### src/design/pio_pkg.sv
// How it works
// - Registers decode inside SFR space 0x00 to 0x3f.
// - Outputs are latched; inputs read straight from pins.
// - Reads sample pins in the read sample state.
// - Writes change pins in the write update state.
// - Reset: port 0 latch ones, drive type zero.
// - Port 0 bits open-drain or push-pull per bit.
// - Port 0 data reads latch; pin register reads pins.
// - Port 1: seven bits, direction and latch reset zero.
// - Port 1 bit 0 is GPIO or interrupt zero.
// - Pin enable zero gives GPIO, one gives interrupt.
// - Port 1 bit 1 edges flag both directions.
// - Port 2: three bits, latch resets to ones.
// - Port 2 reads return undefined bits 7 to 3.
// - Stop mode floats port 2 bit 0.
// - Port 2 bit 0 falling edge flags interrupt.
// - Port 3 resets to digital inputs, analog disabled.
// - Analog-selected port 3 pins never drive.
// - Port 3 direction one drives its latch bit.
// - Analog pins read latch; others read pin level.
// - Port reads of input bits return pin levels; port 0 and port 2 data reads return the latch instead.
package pio_pkg;

  // Width of the special-function address bus and of its data.
  localparam int unsigned ADDR_W = 8;
  localparam int unsigned DATA_W = 8;

  // Top of the special-function space; anything above is not ours.
  localparam logic [ADDR_W-1:0] SFR_LAST = 8'h3f;

  // Register offsets.
  localparam logic [ADDR_W-1:0] OFF_PORT0_OUTPUT_LATCH = 8'h00;
  localparam logic [ADDR_W-1:0] OFF_PORT1_OUTPUT_LATCH = 8'h01;
  localparam logic [ADDR_W-1:0] OFF_PORT2_OUTPUT_LATCH = 8'h02;
  localparam logic [ADDR_W-1:0] OFF_PORT3_OUTPUT_LATCH = 8'h03;
  localparam logic [ADDR_W-1:0] OFF_PORT1_DIRECTION = 8'h09;
  localparam logic [ADDR_W-1:0] OFF_PORT3_DIRECTION = 8'h0a;
  localparam logic [ADDR_W-1:0] OFF_PORT0_DRIVE_TYPE = 8'h0b;
  localparam logic [ADDR_W-1:0] OFF_PORT0_PIN_LEVELS = 8'h0c;
  localparam logic [ADDR_W-1:0] OFF_PORT2_PIN_LEVELS = 8'h0d;

  // Port widths.
  localparam int unsigned P0_W = 8;
  localparam int unsigned P1_W = 7;
  localparam int unsigned P2_W = 3;
  localparam int unsigned P3_W = 8;

  // Values after reset.
  localparam logic [7:0] RST_PORT0_LATCH = 8'hff;
  localparam logic [7:0] RST_PORT0_DRIVE = 8'h00;
  localparam logic [6:0] RST_PORT1_LATCH = 7'h00;
  localparam logic [6:0] RST_PORT1_DIR = 7'h00;
  localparam logic [2:0] RST_PORT2_LATCH = 3'h7;
  localparam logic [7:0] RST_PORT3_LATCH = 8'h00;
  localparam logic [7:0] RST_PORT3_DIR = 8'h00;

  // Value shown in the unimplemented upper bits of port 2 reads.
  localparam logic [4:0] PORT2_UPPER_FILL = 5'h1f;

  // Value returned for an address that holds no port register.
  localparam logic [7:0] UNMAPPED_READ = 8'h00;

  // Width of the converter channel select; codes 0 to 7 select one of the eight port 3 pins.
  localparam int unsigned CHAN_W = 4;

  // Bus cycle states: idle, then read sample, then write update.
  typedef enum logic [2:0] {
    ST_IDLE = 3'b001,
    ST_READ_SAMPLE = 3'b010,
    ST_WRITE_UPDATE = 3'b100
  } pio_state_t;

endpackage : pio_pkg

### src/design/pio_ports.sv
`timescale 1ns/100ps
`default_nettype none
// Four parallel ports behind the special-function bus. A bus cycle is three
// states: the request cycle, the read sample state and the write update state.
module pio_ports (
  input wire logic core_clk,
  input wire logic reset,
  input wire logic [7:0] sfr_addr,
  input wire logic [7:0] sfr_wdata,
  input wire logic sfr_rd,
  input wire logic sfr_wr,
  output logic [7:0] sfr_rdata,
  output logic sfr_ack,
  input wire logic irq_zero_pin_enable,
  input wire logic stop_mode,
  input wire logic analog_input_disable,
  input wire logic [3:0] analog_channel_select,
  input wire logic [7:0] port0_pin_in,
  output logic [7:0] port0_pin_out,
  output logic [7:0] port0_pin_oe,
  input wire logic [6:0] port1_pin_in,
  output logic [6:0] port1_pin_out,
  output logic [6:0] port1_pin_oe,
  input wire logic [2:0] port2_pin_in,
  output logic [2:0] port2_pin_out,
  output logic [2:0] port2_pin_oe,
  input wire logic [7:0] port3_pin_in,
  output logic [7:0] port3_pin_out,
  output logic [7:0] port3_pin_oe,
  output logic port1_bit_one_pin_edge,
  output logic port2_bit_zero_pin_fall
);

  // Decodes the converter channel into a port 3 pin mask.
  function automatic logic [7:0] pio_chan_mask(input logic disable_n_a, input logic [3:0] chan);
    logic [7:0] m;
    m = 8'h00;
    if (!disable_n_a && !chan[3]) begin
      m = 8'h01 << chan[2:0];
    end
    return m;
  endfunction : pio_chan_mask

  // Picks bits of a where sel is set and bits of b elsewhere.
  function automatic logic [7:0] pio_merge(input logic [7:0] sel, input logic [7:0] a, input logic [7:0] b);
    return (a & sel) | (b & ~sel);
  endfunction : pio_merge

  // Bus cycle state and the captured request.
  pio_pkg::pio_state_t st_q;
  logic [7:0] addr_q;
  logic is_rd_q;

  // Port registers.
  logic [7:0] port0_output_latch_q;
  logic [7:0] port0_drive_type_q;
  logic [6:0] port1_output_latch_q;
  logic [6:0] port1_direction_q;
  logic [2:0] port2_output_latch_q;
  logic [7:0] port3_output_latch_q;
  logic [7:0] port3_direction_q;

  // Previous pin levels for the edge detectors.
  logic port1_bit_one_pin_prev_q;
  logic port2_bit_zero_pin_prev_q;

  // Request accepted this cycle; requests while busy are simply dropped.
  logic req_take;
  logic wr_take;

  // Pins currently claimed by the converter.
  logic [7:0] analog_mask;

  // Read value assembled from pins and latches during the sample state.
  logic [7:0] rdata_d;

  // Forced releases for the shared-function pins.
  logic [6:0] port1_release;
  logic [2:0] port2_release;

  assign req_take = (st_q == pio_pkg::ST_IDLE) && (sfr_rd || sfr_wr);
  // A write wins when both strobes arrive together.
  assign wr_take = (st_q == pio_pkg::ST_IDLE) && sfr_wr;
  assign analog_mask = pio_chan_mask(analog_input_disable, analog_channel_select);

  // Interrupt-zero use of port 1 bit 0 turns it into a pure input.
  assign port1_release = {6'h00, irq_zero_pin_enable};
  // Port 2 bit 0 doubles as the stop-release input, so it floats in stop mode.
  assign port2_release = {2'h0, stop_mode};

  // Bus cycle sequencer: idle, read sample, write update, back to idle.
  always_ff @(posedge core_clk) begin
    if (reset) begin
      st_q <= pio_pkg::ST_IDLE;
    end else begin
      unique case (st_q)
        pio_pkg::ST_IDLE: begin
          if (req_take) begin
            st_q <= pio_pkg::ST_READ_SAMPLE;
          end
        end
        pio_pkg::ST_READ_SAMPLE: begin
          st_q <= pio_pkg::ST_WRITE_UPDATE;
        end
        pio_pkg::ST_WRITE_UPDATE: begin
          st_q <= pio_pkg::ST_IDLE;
        end
        default: begin
          st_q <= pio_pkg::ST_IDLE;
        end
      endcase
    end
  end

  // Request capture; the address is held for the sample state.
  always_ff @(posedge core_clk) begin
    if (reset) begin
      addr_q <= 8'h00;
      is_rd_q <= 1'b0;
    end else if (req_take) begin
      addr_q <= sfr_addr;
      is_rd_q <= !sfr_wr;
    end
  end

  // Port 0 latch and drive type. The latch is written at the request edge so
  // that the registered pin drivers show it in the write update state.
  always_ff @(posedge core_clk) begin
    if (reset) begin
      port0_output_latch_q <= pio_pkg::RST_PORT0_LATCH;
      port0_drive_type_q <= pio_pkg::RST_PORT0_DRIVE;
    end else if (wr_take) begin
      if (sfr_addr == pio_pkg::OFF_PORT0_OUTPUT_LATCH) begin
        port0_output_latch_q <= sfr_wdata;
      end
      if (sfr_addr == pio_pkg::OFF_PORT0_DRIVE_TYPE) begin
        port0_drive_type_q <= sfr_wdata;
      end
    end
  end

  // Port 1 latch and direction; bit 7 of the bus has no storage.
  always_ff @(posedge core_clk) begin
    if (reset) begin
      port1_output_latch_q <= pio_pkg::RST_PORT1_LATCH;
      port1_direction_q <= pio_pkg::RST_PORT1_DIR;
    end else if (wr_take) begin
      if (sfr_addr == pio_pkg::OFF_PORT1_OUTPUT_LATCH) begin
        port1_output_latch_q <= sfr_wdata[6:0];
      end
      if (sfr_addr == pio_pkg::OFF_PORT1_DIRECTION) begin
        port1_direction_q <= sfr_wdata[6:0];
      end
    end
  end

  // Port 2 latch; only three bits exist.
  always_ff @(posedge core_clk) begin
    if (reset) begin
      port2_output_latch_q <= pio_pkg::RST_PORT2_LATCH;
    end else if (wr_take && (sfr_addr == pio_pkg::OFF_PORT2_OUTPUT_LATCH)) begin
      port2_output_latch_q <= sfr_wdata[2:0];
    end
  end

  // Port 3 latch and direction. The latch stores even for analog pins; the
  // drive stage is what keeps those pins quiet.
  always_ff @(posedge core_clk) begin
    if (reset) begin
      port3_output_latch_q <= pio_pkg::RST_PORT3_LATCH;
      port3_direction_q <= pio_pkg::RST_PORT3_DIR;
    end else if (wr_take) begin
      if (sfr_addr == pio_pkg::OFF_PORT3_OUTPUT_LATCH) begin
        port3_output_latch_q <= sfr_wdata;
      end
      if (sfr_addr == pio_pkg::OFF_PORT3_DIRECTION) begin
        port3_direction_q <= sfr_wdata;
      end
    end
  end

  // Read multiplexer. Pins are taken as they stand in the sample state, with no
  // input latch, so software must debounce slow or bouncing inputs itself.
  always_comb begin
    rdata_d = pio_pkg::UNMAPPED_READ;
    if (addr_q <= pio_pkg::SFR_LAST) begin
      unique case (addr_q)
        pio_pkg::OFF_PORT0_OUTPUT_LATCH: rdata_d = port0_output_latch_q;
        pio_pkg::OFF_PORT0_PIN_LEVELS: rdata_d = port0_pin_in;
        // Input bits read their pins, so a bit operation may rewrite them.
        pio_pkg::OFF_PORT1_OUTPUT_LATCH: rdata_d = {1'b0, port1_pin_in};
        pio_pkg::OFF_PORT2_OUTPUT_LATCH: rdata_d = {pio_pkg::PORT2_UPPER_FILL, port2_output_latch_q};
        pio_pkg::OFF_PORT2_PIN_LEVELS: rdata_d = {pio_pkg::PORT2_UPPER_FILL, port2_pin_in};
        // Analog pins report the latch, the rest their logic level.
        pio_pkg::OFF_PORT3_OUTPUT_LATCH: rdata_d = pio_merge(analog_mask, port3_output_latch_q, port3_pin_in);
        pio_pkg::OFF_PORT1_DIRECTION: rdata_d = {1'b0, port1_direction_q};
        pio_pkg::OFF_PORT3_DIRECTION: rdata_d = port3_direction_q;
        pio_pkg::OFF_PORT0_DRIVE_TYPE: rdata_d = port0_drive_type_q;
        default: rdata_d = pio_pkg::UNMAPPED_READ;
      endcase
    end
  end

  // Read data and acknowledge. Data is captured at the end of the sample state
  // and shown with the acknowledge during the write update state.
  always_ff @(posedge core_clk) begin
    if (reset) begin
      sfr_rdata <= 8'h00;
      sfr_ack <= 1'b0;
    end else begin
      sfr_ack <= (st_q == pio_pkg::ST_READ_SAMPLE);
      if ((st_q == pio_pkg::ST_READ_SAMPLE) && is_rd_q) begin
        sfr_rdata <= rdata_d;
      end
    end
  end

  // Edge detectors. During reset the previous level tracks the pin so that
  // no false edge appears at release. Both detectors watch the pin itself, so
  // a pin driven as an output still raises its flag when its own value moves, both ways for port 1 bit 1 and downward for port 2 bit 0.
  always_ff @(posedge core_clk) begin
    if (reset) begin
      port1_bit_one_pin_prev_q <= port1_pin_in[1];
      port2_bit_zero_pin_prev_q <= port2_pin_in[0];
      port1_bit_one_pin_edge <= 1'b0;
      port2_bit_zero_pin_fall <= 1'b0;
    end else begin
      port1_bit_one_pin_prev_q <= port1_pin_in[1];
      port2_bit_zero_pin_prev_q <= port2_pin_in[0];
      port1_bit_one_pin_edge <= port1_pin_in[1] ^ port1_bit_one_pin_prev_q;
      port2_bit_zero_pin_fall <= port2_bit_zero_pin_prev_q & ~port2_pin_in[0];
    end
  end

  // Port 0: drive type 0 is open drain, 1 is push-pull.
  pio_pin_drive #(.WIDTH(pio_pkg::P0_W)) u_port0_drive (
    .core_clk(core_clk),
    .reset(reset),
    .latch(port0_output_latch_q),
    .drive_enable(8'hff),
    .open_drain(~port0_drive_type_q),
    .force_release(8'h00),
    .pin_out(port0_pin_out),
    .pin_oe(port0_pin_oe)
  );

  // Port 1: push-pull, enabled per bit by the direction register.
  pio_pin_drive #(.WIDTH(pio_pkg::P1_W)) u_port1_drive (
    .core_clk(core_clk),
    .reset(reset),
    .latch(port1_output_latch_q),
    .drive_enable(port1_direction_q),
    .open_drain(7'h00),
    .force_release(port1_release),
    .pin_out(port1_pin_out),
    .pin_oe(port1_pin_oe)
  );

  // Port 2: no direction register, so a latch bit of 1 releases the pin.
  pio_pin_drive #(.WIDTH(pio_pkg::P2_W)) u_port2_drive (
    .core_clk(core_clk),
    .reset(reset),
    .latch(port2_output_latch_q),
    .drive_enable(3'h0),
    .open_drain(3'h7),
    .force_release(port2_release),
    .pin_out(port2_pin_out),
    .pin_oe(port2_pin_oe)
  );

  // Port 3: direction enables drive, analog selection overrides everything.
  pio_pin_drive #(.WIDTH(pio_pkg::P3_W)) u_port3_drive (
    .core_clk(core_clk),
    .reset(reset),
    .latch(port3_output_latch_q),
    .drive_enable(port3_direction_q),
    .open_drain(8'h00),
    .force_release(analog_mask),
    .pin_out(port3_pin_out),
    .pin_oe(port3_pin_oe)
  );
endmodule : pio_ports
`default_nettype wire

### src/design/pio_pin_drive.sv
`timescale 1ns/100ps
`default_nettype none
// Registered pin driver for one port. Each bit is either push-pull (drives the
// latch level when enabled) or open-drain (pulls low only while the latch is 0).
module pio_pin_drive #(
  parameter int unsigned WIDTH = 8
) (
  input wire logic core_clk,
  input wire logic reset,
  input wire logic [WIDTH-1:0] latch,
  input wire logic [WIDTH-1:0] drive_enable,
  input wire logic [WIDTH-1:0] open_drain,
  input wire logic [WIDTH-1:0] force_release,
  output logic [WIDTH-1:0] pin_out,
  output logic [WIDTH-1:0] pin_oe
);

  // Combinational drive decision before the output flops.
  logic [WIDTH-1:0] out_d;
  logic [WIDTH-1:0] oe_d;

  // An open-drain bit only sinks current, so its data is always 0 and the
  // latch steers the enable; a forced release beats every other setting.
  always_comb begin
    out_d = latch & ~open_drain;
    oe_d = ~force_release & ((open_drain & ~latch) | (~open_drain & drive_enable));
  end

  // Output flops keep the pins glitch free; all pins float during reset.
  always_ff @(posedge core_clk) begin
    if (reset) begin
      pin_out <= '0;
      pin_oe <= '0;
    end else begin
      pin_out <= out_d;
      pin_oe <= oe_d;
    end
  end

endmodule : pio_pin_drive
`default_nettype wire

### config.mk
export PLATFORM = sky130hd
export DESIGN_NAME = pio_ports
export DESIGN_NICKNAME = d
export VERILOG_FILES = /design/src/design/pio_pkg.sv /design/src/design/pio_ports.sv /design/src/design/pio_pin_drive.sv
export SDC_FILE = /design/constraint.sdc
export NUM_CORES = 1
export LEC_CHECK = 0
export BUFFER_PORTS_ARGS = -buffer_cell sky130_fd_sc_hd__clkbuf_2
export CORE_MARGIN = 2
export CORE_UTILIZATION = 40
export CTS_CLUSTER_SIZE = 14
export DETAILED_ROUTE_END_ITERATION = 7
export SLEW_MARGIN = 20
export SYNTH_ARGS = -nofsm -noshare
export SYNTH_HDL_FRONTEND = slang
export SYNTH_HIERARCHICAL = 1
export SYNTH_SLANG_ARGS = --single-unit
export TNS_END_PERCENT = 50
### constraint.sdc
create_clock -name core_clk -period 3.8 [get_ports core_clk]
set_clock_uncertainty 0.05 [all_clocks]
set_input_delay 1.14 -clock core_clk [delete_from_list [all_inputs] [get_ports core_clk]]
set_output_delay 1.14 -clock core_clk [all_outputs]
set_load 0.02 [all_outputs]
==> metrics.md <==
| Metric | Value |
|---|---|
| Worst skew pair latency | `420 ps` |
| Final WL | `15500 um` |
| Post-DP HPWL | `11300 um` |
| # rows | `42` |
| Drt first-iter violations | `283` |
| Gr ovfl total | `0` |
| CP max stage cell | `or3_2` |
| RSZ-0062 raised after global routing | `false` |
| Syn_area_per_cell | `9.52 sq um` |
| Slew Limit Fails | `0` |
| Routability cong. | `0.879` |
| # nets final | `798` |
| Asr flop ratio synth | `0%` |
| Hold Path Class | `reg -> reg` |
| Crit path largest cell delay | `610 ps` |
| Worst path cell trace | `clkbuf_2 -> or4_4 -> or3_4 -> or3_2 -> mux2i_1 -> nor2_1` |
| WP buf/inv | `1` |
| Die height | `119 um` |
| Num CTS Buffers | `17` |
| Slew headroom | `48.1%` |
| Final min period | `2830 ps` |
| TritonCTS Sinks | `126` |
| Hold Fails Final Rpt | `0` |
| CTS tree | `built` |
| Max Cap Violations | `0` |
| Slew @ Worst Pin | `777 ps` |
| # DRC | `0` |
| Warnings from Yosys | `6` |
| Pleak | `2.84 nW` |
| Highest Clock Rate | `0.353 GHz` |
| Status | `complete, no violations` |
| Critical Path End | `port1_output_latch_q[2]$_SDFFE_PP0P_` |
| Die ar. | `14200 sq um` |
| Adder-Cell Fraction of Synth Area | `0%` |
| Setup bufs post-CTS | `0` |
| Worst R2R Path Depth | `5` |
| Area delta synth->final | `30.4%` |
| Worst r2r src | `addr_q[3]$_SDFFE_PP0P_` |
| Crit path launch | `sfr_addr[4]` |
| Reg-to-reg setup timing slack | `1260 ps` |
| Min Hold Slack | `406 ps` |
| Placed insts | `902` |
| Crit end category | `flop` |
| Via/cell ratio | `4.98` |
| Cts hold-fix bufs | `0` |
| Max clock buf depth | `2` |
| Total power | `3.34 mW` |
| Largest family of logic cells by synthesized area | `simple AND/OR/NAND/NOR gates` |
| DR WL/cell | `16.6 um` |
| Largest net degree at the start of global routing | `59` |
| Final setup fails | `0` |
| Kind of critical path | `in -> reg` |
| Worst-path clk slew | `60 ps` |
| ANT nets after route | `0` |
| Pwr Density | `484 nW/um^2` |
| Worst reg2reg path endpoint | `sfr_rdata[7]$_SDFFE_PP0P_` |
| Post-CTS Resized | `0` |
| All-Layer GR Usage | `22.4%` |
| First-pass GRT wire length | `24100 um` |
| Mux contribution to synthesized area | `11.3%` |
| Core ar. | `13100 sq um` |
| Fillers | `1226` |
| Synth Area in Compound Gates | `16.5%` |
| CP Depth | `6` |
| Clock tree root driver cell | `clkbuf_16` |
| Top_reg_cell synth | `dfxtp_1` |
| Worst Path Max Fanout | `12` |
| Die span in x | `119 um` |
| Non-Filler Instances | `933` |
| Flops & latches, synth | `126` |
| Delay-heaviest family, CP | `simple AND/OR/NAND/NOR gates` |
| 1st-pass router iterations | `5` |
| Routed via count | `4644` |
| Simple logic cell fraction of the synthesized area | `20.6%` |
| Setup crit start kind | `primary input` |
| Synth Area in XOR/XNOR | `0.166%` |
| Setup TNS | `0 ps` |
| # port buffers | `115` |
| Part of the Yosys area used for sequential elements | `47.7%` |
| Initial antenna violation count | `0` |
| CP arrival | `3060 ps` |
| Synthesized area | `5290 sq um` |
| Final period utilization | `74.5%` |
| Distinct cells, synth | `54` |
| Number of enable flip-flop cells after synthesis | `0` |
| Layout cells sized above 1 | `22.9%` |
| Cells after synthesis | `555` |
| Vias in the first global route | `4508` |
| Initial core utilization | `40.4%` |
| Htree depth | `4` |
| Peak VDD IR | `306 uV` |
| ANT cells | `0` |
| # IOs | `116` |
| Req. time, crit path | `4030 ps` |
-- state kept, by name, indices dropped and copies added (netlist names), 7 cells and up --
| register | cells |
|---|---|
| sfr_rdata | 8 |
| u_port3_drive/pin_oe | 8 |
| port0_drive_type_q | 8 |
| u_port1_drive/pin_out | 7 |
| addr_q | 8 |
| u_port3_drive/pin_out | 8 |
| port3_output_latch_q | 8 |
| port1_direction_q | 7 |
| port0_output_latch_q | 8 |
| port3_direction_q | 8 |
| u_port1_drive/pin_oe | 7 |
| u_port0_drive/pin_out | 8 |
| port1_output_latch_q | 7 |
| u_port0_drive/pin_oe | 8 |
-- placed cells by master, fill, tap and decap left out, drive strengths merged, types with 3 or more instances in the layout --
cell        n
clkbuf    135
dfxtp     126
conb       81
nor2       69
mux2i      54
nand2      51
a21oi      33
nor3b      30
o21ai      30
a2111oi    22
inv        13
nand2b     12
nand3       8
buf         8
nor3        6
and2        5
nor2b       5
mux2        5
a211oi      5
or3         5
a22oi       4
a32oi       4
clkinvlp    4
nand4       3
o22ai       3
bufinv      3
nor4        3
or4         3
clkinv      3
-- worst register-to-register path, delay by kind of cell (launching register included) --
family	cells	cell delay, ps
multiplexers	1	260
AND/OR/NAND/NOR	2	1070
AO/OA/AOI/OAI	2	370
flip-flops	1	700
-- area by class of cell --
| type | instances | area, sq um | area share [%] |
|---|---|---|---|
| Tap cell | 176 | 220 | 3.19 |
| Timing Repair Buffer | 122 | 631 | 9.15 |
| Multi-Input combinational cell | 465 | 2870 | 41.7 |
| Inverter | 13 | 48.8 | 0.708 |
| Sequential cell | 126 | 2520 | 36.6 |
| Clock buffer | 21 | 460 | 6.68 |
| Clock inverter | 10 | 139 | 2.01 |
-- cell usage after synthesis, types with 3 or more instances --
master,count,area [sq um]
and2_1,5,31.3
a22oi_1,4,30.0
nand2_1,51,191
mux2_2,5,56.3
a21oi_1,33,165
nand2b_1,12,75.1
buf_4,3,22.5
nand4_1,3,18.8
o22ai_1,3,18.8
a211oi_1,5,37.5
nor2b_1,5,31.3
a2111oi_4,4,110
nor3_1,5,25.0
a2111oi_0,13,114
nor3b_1,30,225
inv_1,13,48.8
dfxtp_1,126,2520
a2111oi_2,5,75.1
o21ai_0,30,150
mux2i_1,54,541
nor2_1,69,259
nand3_1,8,40.0
clkbuf_1,22,82.6
or3_1,3,18.8
a32oi_1,4,35.0
-- power breakdown --
part           internal (mW)  leakage, nW  switching, mW  total [mW]
Clock                   1.06        0.281          0.582        1.64
Sequential              1.35         1.02         0.0234        1.37
Combinational          0.112         1.54          0.209       0.321
Total                   2.52         2.84          0.815        3.34
-- per-stage QoR --
| stage | setup slack [ps] | instance area (sq um) | util [%] |
|---|---|---|---|
| 2_1_floorplan | 757 | 5580 | - |
| 3_3_place_gp | 579 | 6290 | 48.1 |
| 4_1_cts | 983 | 6890 | 52.7 |
| 5_1_grt | 817 | 6890 | 52.7 |
| 6_report | 971 | 6890 | 52.7 |
| 3_5_place_dp | 547 | 6290 | 48.1 |
-- worst min path at each step --
stage | startpoint | end | slack, ps | cells after the start
global placement | port2_bit_zero_pin_prev_q$_DFF_P_ | port2_bit_zero_pin_fall$_SDFF_PP0_ | 390 | 1
CTS | port2_bit_zero_pin_prev_q$_DFF_P_ | port2_bit_zero_pin_fall$_SDFF_PP0_ | 410 | 1
floorplan | port2_bit_zero_pin_prev_q$_DFF_P_ | port2_bit_zero_pin_fall$_SDFF_PP0_ | 390 | 1
detailed placement | port2_bit_zero_pin_prev_q$_DFF_P_ | port2_bit_zero_pin_fall$_SDFF_PP0_ | 400 | 1
global route | port2_bit_zero_pin_prev_q$_DFF_P_ | port2_bit_zero_pin_fall$_SDFF_PP0_ | 430 | 1
finish | port2_bit_zero_pin_prev_q$_DFF_P_ | port2_bit_zero_pin_fall$_SDFF_PP0_ | 410 | 1
-- cell families (layout without fill, tap and decap cells) --
family | count (synthesis) | count (layout)
AND/OR/NAND/NOR | 207 | 207
flip-flops | 126 | 126
XOR/XNOR | 1 | 1
other | 2 | 81
AO/OA/AOI/OAI | 117 | 117
buffers and inverters | 43 | 166
multiplexers | 59 | 59
-- per-layer routing --
| layer | GRT usage (%) | vias up | share of wire, % |
|---|---|---|---|
| met1 | 29.5 | 2198 | 46 |
| met4 | 8.48 | 0 | 1.8 |
| met3 | 4.84 | 18 | 4.5 |
| met5 | 0 | - | 0 |
| met2 | 36.1 | 138 | 47 |
| li1 | - | 2290 | - |
(Power assumes the default switching activity.)
